===== src/design/tlv_pkg.sv =====
// tlv_pkg: constants and carrier types of the two-level vectored interrupt unit
// assumes one 125 MHz clock; a machine cycle is twelve clocks (six states of two phases)
package tlv_pkg;

    // machine-cycle timing, in clocks from the start of state 1 phase 1
    localparam int         MC_CLKS  = 12;     // clocks per machine cycle
    localparam logic [3:0] PH_STATE2_PHASE2_POINT  = 4'h3;   // state2_phase2_point
    localparam logic [3:0] PH_STATE5_PHASE2_SAMPLE_POINT  = 4'h9;   // state5_phase2_sample_point
    localparam logic [3:0] PH_LAST  = 4'(MC_CLKS - 1);

    // register byte offsets on the bus (low address byte decoded)
    localparam logic [7:0] ADDR_TIMER_CTRL  = 8'h88;
    localparam logic [7:0] ADDR_SERIAL_CTRL = 8'h98;
    localparam logic [7:0] ADDR_INT_ENABLE  = 8'ha8;
    localparam logic [7:0] ADDR_PRIORITY    = 8'hb8;
    localparam logic [7:0] ADDR_TIMER2_CTRL = 8'hc8;
    localparam logic [7:0] ADDR_STATUS      = 8'hd0;

    // values after reset
    localparam logic [7:0]  RST_REG8   = 8'h00;
    localparam logic [15:0] RESET_VEC  = 16'h0000;

    // field positions
    localparam int IE_GLOBAL    = 7;   // global enable in interrupt_enable_reg
    localparam int TC_IT0       = 0;   // ext0_edge_select
    localparam int TC_EXT0_FLAG = 1;   // ext0_request_flag
    localparam int TC_IT1       = 2;   // ext1_edge_select
    localparam int TC_EXT1_FLAG = 3;   // ext1_request_flag
    localparam int TC_TF0       = 5;   // timer0_overflow_flag
    localparam int TC_TF1       = 7;   // timer1_overflow_flag
    localparam int SC_RX        = 0;   // rx_done_flag
    localparam int SC_TX        = 1;   // tx_done_flag
    localparam int T2_TIMER2_EXTERNAL_FLAG      = 6;   // timer2_external_flag
    localparam int T2_TF2       = 7;   // timer2_overflow_flag

    // sources in polling order, highest first
    localparam int         SRC_COUNT = 6;
    localparam logic [2:0] SRC_EXT0  = 3'h0;
    localparam logic [2:0] SRC_T0    = 3'h1;
    localparam logic [2:0] SRC_EXT1  = 3'h2;
    localparam logic [2:0] SRC_T1    = 3'h3;
    localparam logic [2:0] SRC_SER   = 3'h4;
    localparam logic [2:0] SRC_T2    = 3'h5;

    // vector of source n is VEC_BASE + 8*n
    localparam logic [15:0] VEC_BASE = 16'h0003;

    // hardware set pulses from timer and serial units
    typedef struct packed {
        logic timer0_ovf;
        logic timer1_ovf;
        logic timer2_ovf;
        logic timer2_ext;
        logic rx_done;
        logic tx_done;
    } tlv_evt_s;

    // call request handed to the core sequencer
    typedef struct packed {
        logic [15:0] addr;    // vector address
        logic        level;   // 1 = high priority level
        logic [2:0]  src;     // source index
    } tlv_call_s;

endpackage


===== src/design/tlv_intr_unit.sv =====
// tlv_intr_unit: two-level, six-source vectored interrupt unit with an AHB-Lite slave
// assumes the core reports instruction end and the return instruction, and timer
// and serial units pulse their flag set events; one clock, async active-low reset
//
// Notes on behaviour
// one priority bit per source selects level
// reset clears priority select to low level
// low preempted only by high; high never
// higher level wins among simultaneous requests
// same level resolved by fixed polling order
// flags sampled at STATE5_PHASE2_SAMPLE_POINT, polled next cycle
// vectoring blocked by level, mid-instruction, register access
// one more instruction after return or access
// denied requests are never remembered
// call pushes program counter, not status word
// vectors 0003, 000B, 0013 for first three
// vectors 001B, 0023, 002B; reset at 0000
// vectoring clears timer 0 and 1 flags, external in edge
// return instruction ends current in-progress level
// plain return leaves in-progress level set
// level mode: sampled low pin sets request
// edge mode: high then low sample sets flag
// requester holds pin levels one machine cycle
// level requester holds until call, releases before
// serial and timer2 sources OR their flags
// per-source enable and global enable gate
// timer2 sampled at STATE2_PHASE2_POINT, polled same cycle
// one in-progress bit per priority level
`timescale 1ns/10ps
`default_nettype none

module tlv_intr_unit
    import tlv_pkg::*;
(
    input  wire logic        hclk,
    input  wire logic        hresetn,
    input  wire logic        hsel,
    input  wire logic [31:0] haddr,
    input  wire logic [1:0]  htrans,
    input  wire logic        hwrite,
    input  wire logic [2:0]  hsize,
    input  wire logic [31:0] hwdata,
    input  wire logic        hready,
    output logic [31:0]      hrdata,
    output logic             hreadyout,
    output logic             hresp,
    input  wire logic        ext0_pin,
    input  wire logic        ext1_pin,
    input  wire tlv_evt_s    flag_set,
    input  wire logic        instr_last_cycle,
    input  wire logic        isr_exit_instruction,
    input  wire logic        plain_subroutine_exit,
    output logic             hardware_subroutine_call,
    output tlv_call_s        call_info,
    output logic             cycle_end,
    output logic [1:0]       in_progress
);

    // machine-cycle phase counter
    logic [3:0] phase_reg;       // 0 .. PH_LAST
    wire  logic at_state5_phase2_sample_point;         // sample point of most flags
    wire  logic at_state2_phase2_point;         // sample point of timer 2
    wire  logic at_end;          // last clock of the machine cycle

    assign at_state5_phase2_sample_point = (phase_reg == PH_STATE5_PHASE2_SAMPLE_POINT);
    assign at_state2_phase2_point = (phase_reg == PH_STATE2_PHASE2_POINT);
    assign at_end  = (phase_reg == PH_LAST);

    // divider producing the phase enables
    always_ff @(posedge hclk or negedge hresetn)
        if (!hresetn)
            phase_reg <= 4'h0;
        else if (at_end)
            phase_reg <= 4'h0;
        else
            phase_reg <= phase_reg + 4'h1;

    // bus address phase decode
    wire logic       acc;        // valid word transfer taken this edge
    wire logic       ctl_acc;    // any access to enable or priority register
    logic            dph_wr_reg; // write pending in data phase
    logic [7:0]      dph_adr_reg;
    logic [7:0]      hrdata_reg;
    wire logic [7:0] wdata;
    wire logic       wr_tc;
    wire logic       wr_sc;
    wire logic       wr_t2;
    wire logic       wr_ie;
    wire logic       wr_ip;

    assign acc     = hsel && htrans[1] && hready && (hsize == 3'h2);
    assign ctl_acc = acc && ((haddr[7:0] == ADDR_INT_ENABLE) || (haddr[7:0] == ADDR_PRIORITY));
    assign wdata   = hwdata[7:0];
    assign wr_tc   = dph_wr_reg && (dph_adr_reg == ADDR_TIMER_CTRL);
    assign wr_sc   = dph_wr_reg && (dph_adr_reg == ADDR_SERIAL_CTRL);
    assign wr_t2   = dph_wr_reg && (dph_adr_reg == ADDR_TIMER2_CTRL);
    assign wr_ie   = dph_wr_reg && (dph_adr_reg == ADDR_INT_ENABLE);
    assign wr_ip   = dph_wr_reg && (dph_adr_reg == ADDR_PRIORITY);

    // zero-wait slave, always OKAY
    assign hreadyout = 1'b1;
    assign hresp     = 1'b0;
    assign hrdata    = {24'h0, hrdata_reg};

    // control and flag registers
    logic [7:0] tc_reg;          // timer_control_reg
    logic [7:0] sc_reg;          // serial_control_reg
    logic [7:0] t2_reg;          // timer2_control_reg
    logic [7:0] ie_reg;          // interrupt_enable_reg
    logic [7:0] ip_reg;          // priority_select_reg
    logic [1:0] inprog_reg;      // in-progress bit per level
    logic       cur_blk_reg;     // current instruction blocks vectoring
    logic [1:0] pin_prev_reg;    // pin samples of the previous cycle
    logic [4:0] samp_reg;        // flags caught at STATE5_PHASE2_SAMPLE_POINT
    logic [5:0] poll_reg;        // values under poll this cycle
    logic       call_reg;
    tlv_call_s  info_reg;

    // read mux over the register map
    wire logic [7:0] stat;
    wire logic [7:0] rd_data;

    assign stat    = {2'h0, cur_blk_reg, info_reg.src, inprog_reg};
    assign rd_data = (haddr[7:0] == ADDR_TIMER_CTRL)  ? tc_reg :
                     (haddr[7:0] == ADDR_SERIAL_CTRL) ? sc_reg :
                     (haddr[7:0] == ADDR_TIMER2_CTRL) ? t2_reg :
                     (haddr[7:0] == ADDR_INT_ENABLE)  ? ie_reg :
                     (haddr[7:0] == ADDR_PRIORITY)    ? ip_reg :
                     (haddr[7:0] == ADDR_STATUS)      ? stat   : 8'h00;

    // capture the address phase and read data
    always_ff @(posedge hclk or negedge hresetn)
        if (!hresetn)
        begin
            dph_wr_reg  <= 1'b0;
            dph_adr_reg <= 8'h00;
            hrdata_reg  <= 8'h00;
        end
        else
        begin
            dph_wr_reg  <= acc && hwrite;
            dph_adr_reg <= haddr[7:0];
            if (acc && !hwrite)
                hrdata_reg <= rd_data;
        end

    // source flags and requests
    wire logic [5:0] src_flag;   // request per source in polling order
    wire logic [5:0] req;
    wire logic [5:0] hi_req;
    wire logic [5:0] lo_req;

    assign src_flag[SRC_EXT0] = tc_reg[TC_EXT0_FLAG];
    assign src_flag[SRC_T0]   = tc_reg[TC_TF0];
    assign src_flag[SRC_EXT1] = tc_reg[TC_EXT1_FLAG];
    assign src_flag[SRC_T1]   = tc_reg[TC_TF1];
    assign src_flag[SRC_SER]  = sc_reg[SC_RX] | sc_reg[SC_TX];
    assign src_flag[SRC_T2]   = t2_reg[T2_TF2] | t2_reg[T2_TIMER2_EXTERNAL_FLAG];

    // enable gating then split by level
    assign req    = poll_reg & ie_reg[5:0] & {6{ie_reg[IE_GLOBAL]}};
    assign hi_req = req & ip_reg[5:0];
    assign lo_req = req & ~ip_reg[5:0];

    // fixed-order pick inside each level
    wire logic       hi_any;
    wire logic       lo_any;
    wire logic [2:0] hi_idx;
    wire logic [2:0] lo_idx;

    tlv_prio_pick #(.N(SRC_COUNT), .W(3)) u_pick_hi (
        .req (hi_req),
        .any (hi_any),
        .idx (hi_idx)
    );

    tlv_prio_pick #(.N(SRC_COUNT), .W(3)) u_pick_lo (
        .req (lo_req),
        .any (lo_any),
        .idx (lo_idx)
    );

    // vectoring decision at the end of the polling cycle
    wire logic       use_hi;
    wire logic       use_lo;
    wire logic       blk_evt;
    wire logic       take;
    wire logic [2:0] pick_src;

    assign use_hi   = hi_any && !inprog_reg[1];
    assign use_lo   = lo_any && !hi_any && (inprog_reg == 2'b00);
    assign blk_evt  = isr_exit_instruction || ctl_acc;
    assign take     = at_end && instr_last_cycle && !cur_blk_reg && !blk_evt
                      && (use_hi || use_lo);
    assign pick_src = use_hi ? hi_idx : lo_idx;

    // vector address of a source
    function automatic logic [15:0] vec_of(input logic [2:0] s);
        vec_of = VEC_BASE + {10'h0, s, 3'h0};
    endfunction

    // external pins: edge or level detection
    wire logic [1:0] pin;
    wire logic [1:0] edge_sel;
    wire logic [1:0] ext_set;
    wire logic [1:0] ext_clr;

    assign pin      = {ext1_pin, ext0_pin};
    assign edge_sel = {tc_reg[TC_IT1], tc_reg[TC_IT0]};

    genvar e;
    generate
        for (e = 0; e < 2; e++)
        begin : g_ext
            // level mode follows the inverted pin; edge mode catches high then low
            assign ext_set[e] = at_state5_phase2_sample_point && (edge_sel[e] ? (pin_prev_reg[e] && !pin[e])
                                                        : !pin[e]);
            // level mode drops with the pin; edge mode is cleared by vectoring
            assign ext_clr[e] = (at_state5_phase2_sample_point && !edge_sel[e] && pin[e]) ||
                                (take && edge_sel[e] && (pick_src == 3'(2 * e)));
        end
    endgenerate

    // set and clear masks; a hardware set always beats any clear
    wire logic [7:0] tc_set;
    wire logic [7:0] tc_clr;
    wire logic [7:0] sc_set;
    wire logic [7:0] t2_set;
    wire logic [7:0] tc_sw;

    assign tc_set = ({7'h0, ext_set[0]} << TC_EXT0_FLAG) | ({7'h0, ext_set[1]} << TC_EXT1_FLAG)
                  | ({7'h0, flag_set.timer0_ovf} << TC_TF0)
                  | ({7'h0, flag_set.timer1_ovf} << TC_TF1);
    assign tc_clr = ({7'h0, ext_clr[0]} << TC_EXT0_FLAG) | ({7'h0, ext_clr[1]} << TC_EXT1_FLAG)
                  | ({7'h0, take && (pick_src == SRC_T0)} << TC_TF0)
                  | ({7'h0, take && (pick_src == SRC_T1)} << TC_TF1);
    assign sc_set = ({7'h0, flag_set.rx_done} << SC_RX) | ({7'h0, flag_set.tx_done} << SC_TX);
    assign t2_set = ({7'h0, flag_set.timer2_ovf} << T2_TF2)
                  | ({7'h0, flag_set.timer2_ext} << T2_TIMER2_EXTERNAL_FLAG);
    assign tc_sw  = wr_tc ? wdata : tc_reg;

    // flag registers; serial and timer2 flags only cleared by software
    always_ff @(posedge hclk or negedge hresetn)
        if (!hresetn)
        begin
            tc_reg <= RST_REG8;
            sc_reg <= RST_REG8;
            t2_reg <= RST_REG8;
        end
        else
        begin
            tc_reg <= tc_set | (tc_sw & ~tc_clr);
            sc_reg <= sc_set | (wr_sc ? wdata : sc_reg);
            t2_reg <= t2_set | (wr_t2 ? wdata : t2_reg);
        end

    // enable and priority registers
    always_ff @(posedge hclk or negedge hresetn)
        if (!hresetn)
        begin
            ie_reg <= RST_REG8;
            ip_reg <= RST_REG8;
        end
        else
        begin
            if (wr_ie)
                ie_reg <= wdata;
            if (wr_ip)
                ip_reg <= wdata;
        end

    // sampling and polling snapshots
    always_ff @(posedge hclk or negedge hresetn)
        if (!hresetn)
        begin
            pin_prev_reg <= 2'b11;
            samp_reg     <= 5'h00;
            poll_reg     <= 6'h00;
        end
        else
        begin
            if (at_state5_phase2_sample_point)
            begin
                pin_prev_reg <= pin;
                samp_reg     <= src_flag[4:0];
            end
            if (at_state2_phase2_point)
                poll_reg[SRC_T2] <= src_flag[SRC_T2];
            if (at_end)
                poll_reg[4:0] <= samp_reg;
        end

    // in-progress levels: set by a call, cleared by the return instruction only
    wire logic [1:0] ip_clr;
    wire logic [1:0] ip_set;

    assign ip_clr = !isr_exit_instruction ? 2'b00 :
                    inprog_reg[1]         ? 2'b10 : 2'b01;
    assign ip_set = !take ? 2'b00 : (use_hi ? 2'b10 : 2'b01);

    always_ff @(posedge hclk or negedge hresetn)
        if (!hresetn)
            inprog_reg <= 2'b00;
        else
            inprog_reg <= (inprog_reg & ~ip_clr) | ip_set;

    // blocking by the instruction that accessed control or returned
    always_ff @(posedge hclk or negedge hresetn)
        if (!hresetn)
            cur_blk_reg <= 1'b0;
        else if (blk_evt)
            cur_blk_reg <= 1'b1;
        else if (at_end && instr_last_cycle)
            cur_blk_reg <= 1'b0;

    // call request to the core, which pushes only the program counter
    always_ff @(posedge hclk or negedge hresetn)
        if (!hresetn)
        begin
            call_reg <= 1'b0;
            info_reg <= '{addr: RESET_VEC, level: 1'b0, src: 3'h0};
        end
        else
        begin
            call_reg <= take;
            if (take)
                info_reg <= '{addr: vec_of(pick_src), level: use_hi, src: pick_src};
        end

    // outputs
    assign hardware_subroutine_call = call_reg;
    assign call_info                = info_reg;
    assign cycle_end                = at_end;
    assign in_progress              = inprog_reg;
endmodule

`default_nettype wire


===== src/design/tlv_prio_pick.sv =====
// tlv_prio_pick: fixed-order pick of the lowest-numbered active request
// assumes bit 0 is the highest position in the polling order
`timescale 1ns/10ps
`default_nettype none

module tlv_prio_pick
#(
    parameter int N = 6,   // number of request lines
    parameter int W = 3    // width of the index
)
(
    input  wire logic [N-1:0] req,
    output logic              any,
    output logic [W-1:0]      idx
);

    // any request at all
    assign any = |req;

    // scan from lowest order upward so the highest order wins
    always_comb
    begin
        idx = '0;
        for (int i = N - 1; i >= 0; i--)
            if (req[i])
                idx = W'(i);
    end

endmodule

`default_nettype wire


===== config.mk =====
export PLATFORM = sky130hd
export DESIGN_NAME = tlv_intr_unit
export DESIGN_NICKNAME = d
export VERILOG_FILES = /design/src/design/tlv_pkg.sv /design/src/design/tlv_intr_unit.sv /design/src/design/tlv_prio_pick.sv
export SDC_FILE = /design/constraint.sdc
export NUM_CORES = 1
export LEC_CHECK = 0
export BUFFER_PORTS_ARGS = -buffer_cell sky130_fd_sc_hd__buf_2
export CORE_MARGIN = 2
export CORE_UTILIZATION = 51
export CTS_CLUSTER_DIAMETER = 60
export DETAILED_ROUTE_END_ITERATION = 12
export GPL_ROUTABILITY_DRIVEN = 0
export PLACE_DENSITY_LB_ADDON = 0.1
export SYNTH_ARGS = -nofsm -noshare
export SYNTH_HDL_FRONTEND = slang
export SYNTH_SLANG_ARGS = --single-unit

===== constraint.sdc =====
create_clock -name hclk -period 2 [get_ports hclk]
set_input_delay 0.4 -clock hclk [delete_from_list [all_inputs] [get_ports hclk]]
set_output_delay 0.4 -clock hclk [all_outputs]
set_load 0.01 [all_outputs]

==> impl_metrics.json <==
{
  "outcome": "finished clean",
  "fill_cells": 712,
  "root_buffer": "clkbuf_8",
  "synth_most_common_cell": "dfrtp_1",
  "ys_async_sr_fraction_pct": 100,
  "hold_ws_ns": 0.165,
  "grt_pass1_wl_um": 15800,
  "p_leak_uw": 0.00232,
  "detail-route-antenna-nets": 0,
  "wl_per_cell_um": 16.7,
  "placementRows": 33,
  "synth_area_leaders": "dfrtp_1, mux2_2, buf_4",
  "final_area_um2": 5010,
  "end_kind": "register",
  "synthSimpleGateAreaFrac_pct": 13.8,
  "peakVddDrop_mv": 0.412,
  "htree_levels": 3,
  "max_freq_mhz": 516,
  "coreArea_um2": 8130,
  "clock_skew_ns": 0.00771,
  "ys.flop_type": "dfrtp_1",
  "critPathKind": "reg2reg",
  "portBuffers": 55,
  "clock_path_buffers": 2,
  "setup_violations": 0,
  "hp-class": "in2reg",
  "power-per-cell-area_nw_per_um2": 677,
  "via_per_inst": 5.43,
  "track_usage_pct": 23.5,
  "synth_cell_types": 52,
  "fin_cells": 602,
  "avgSynthCellArea_um2": 10.5,
  "fin_total_pwr_uw": 3400,
  "drc": 0,
  "nets": 579,
  "slew-limit-headroom_pct": 65.6,
  "worst_slew_pin_slew_ns": 0.515,
  "synth_area_leader_cell": "dfrtp_1",
  "yosys.area_share.adder_pct": 0.588,
  "grt_pass1_vias": 3024,
  "synthCells": 406,
  "grt_start_max_net_pins": 37,
  "rr_worst_depth": 7,
  "comb_power_share_pct": 8.9,
  "clkPwrFrac_pct": 38.5,
  "cts_tree": "built",
  "r2r_slack_ns": 0.06,
  "synth_edf_count": 0,
  "drv_slew": 0,
  "clk_pin_slew_ns": 0.09,
  "period_share_pct": 96.9,
  "cp.required_ns": 2.28,
  "ys_seq_area_share_pct": 48.8,
  "first_pass_iters": 4,
  "synth_commonest_cells": "dfrtp_1, buf_4, mux2_2, a21oi_1, nor2_1",
  "drtIter0Drc": 169,
  "die-area_um2": 9100,
  "swShare_pct": 24.8,
  "seqPwrFrac_pct": 52.6,
  "muxShareOfSynthArea_pct": 12.3,
  "p_int_uw": 2550,
  "hold_violations": 0,
  "netlist.area_leader.share_pct": 47.6,
  "die_y_um": 95.4,
  "final_layout_size_suffix_gt1_share_pct": 33.4,
  "r2r-start": "ie_reg[7]",
  "critPathLaunchType": "register",
  "die_w_um": 95.4,
  "clock_latency_ns": 0.35,
  "arrival_ns": 2.21,
  "synth_xor_area_share_pct": 0.206,
  "maxCapViolations": 0,
  "synth_compound_area_share_pct": 14.2,
  "vias": 3266,
  "initial_core_util_pct": 52.3,
  "rsz0062_at_grt": "yes",
  "place_area_um2": 4720,
  "synth_seq_cells": 83,
  "min_to": "dph_adr_reg[7]",
  "area_delta_synth_final_pct": 17.8,
  "pin_count": 143,
  "switchingPower_uw": 844,
  "totalWireLength_um": 10100,
  "antenna_found_initial": 0,
  "critPathMaxFanout": 7,
  "cts_buffers": 9,
  "grt_remaining_overflow": 0,
  "min_period_ns": 1.94,
  "dp_hpwl_um": 7620,
  "r2r-end": "tc_reg[5]",
  "hold_path_depth": 1,
  "tns_ns": 0,
  "synth_top_family_by_area": "compound AO/OA/AOI/OAI gates",
  "yosys_warnings": 0,
  "antenna_cells": 0,
  "synth_area_um2": 4260,
  "numClockSinks": 83,
  "post-place-cells": 583,
  "hold_path_startpoint": "haddr[7]"
}
-- power groups by stage --
stage	clock, uW	combinational (uW)	sequential [uW]
2_1_floorplan	0	189	1820
3_3_place_gp	0	295	1820
3_5_place_dp	0	300	1820
4_1_cts	1330	302	1790
5_1_grt	1420	340	1800
6_report	1310	301	1790
-- final cells by class --
| type | count | area, um2 | area share [%] |
|---|---|---|---|
| flip-flops and latches | 83 | 2080 | 41.5 |
| inverters | 17 | 63.8 | 1.27 |
| well taps | 105 | 131 | 2.62 |
| repair buffers | 93 | 586 | 11.7 |
| multi-input cells | 288 | 1930 | 38.5 |
| clock buffers | 12 | 165 | 3.29 |
| clock inverters | 4 | 56.3 | 1.12 |
-- layer usage --
| metal | GRT usage, % | part of all wire (%) | vias to the layer above |
|---|---|---|---|
| li1 | - | - | 1546 |
| met1 | 32.5 | 45 | 1603 |
| met2 | 37.3 | 48 | 106 |
| met3 | 3.95 | 5.5 | 11 |
| met4 | 9.17 | 1.9 | 0 |
| met5 | 0 | 0 | - |
-- worst max-delay path, cell delays in order, from the launching register on --
cell and delay, ns:
dfrtp_2 0.47, and4b_1 0.25, or2_2 0.36, o41ai_4 0.24, a21o_2 0.21, nor3b_1 0.06
buf_4 0.14, a21oi_1 0.12
-- per-stage QoR --
step | setup slack, ns | util (%)
floorplan | 0.0397 | -
global placement | -0.0610 | 58.0
detailed placement | -0.0779 | 58.0
CTS | 0.0252 | 60.9
global route | -0.00977 | 61.7
finish | 0.0627 | 61.7
-- cell usage in the layout, fill, tap and decap left out, types with 8 or more instances in the layout --
cell type | synthesis | final
dfrtp_1 | 81 | 80
buf_2 | 4 | 54
mux2_2 | 41 | 41
conb_1 | 2 | 37
buf_4 | 41 | 35
nor2_1 | 30 | 30
a21oi_1 | 30 | 28
nand2_1 | 25 | 24
inv_1 | 17 | 17
o21ai_0 | 16 | 16
clkbuf_8 | 0 | 12
nand4_1 | 10 | 10
nor2b_1 | 9 | 8
-- cells by family after synthesis --
group | count (synthesis)
flip-flops | 83
multiplexers | 47
XOR/XNOR | 1
AND/OR/NAND/NOR | 108
AO/OA/AOI/OAI | 93
adder cells (fa/ha/maj) | 2
other | 2
buffers and inverters | 70
-- how the worst max path moves through the flow --
stage          depth (start not counted)  slack [ns]    startpoint             to
2_1_floorplan                          6        0.04      haddr[1]  hrdata_reg[2]
3_3_place_gp                           6       -0.06     ie_reg[7]   call_info[1]
3_5_place_dp                           6       -0.08     ie_reg[7]   call_info[1]
4_1_cts                                4        0.03  phase_reg[3]      cycle_end
5_1_grt                                9       -0.01     ie_reg[7]      tc_reg[1]
6_report                               7        0.06     ie_reg[7]      tc_reg[5]
-- timing repair --
action	in CTS	in global routing
hold buffers	1	0
pin swaps	0	3
hold endpoints to repair	21	0
resized for setup	2	11
setup buffers	0	2
endpoints found under the setup margin	9	10
(Power assumes the default switching activity.)
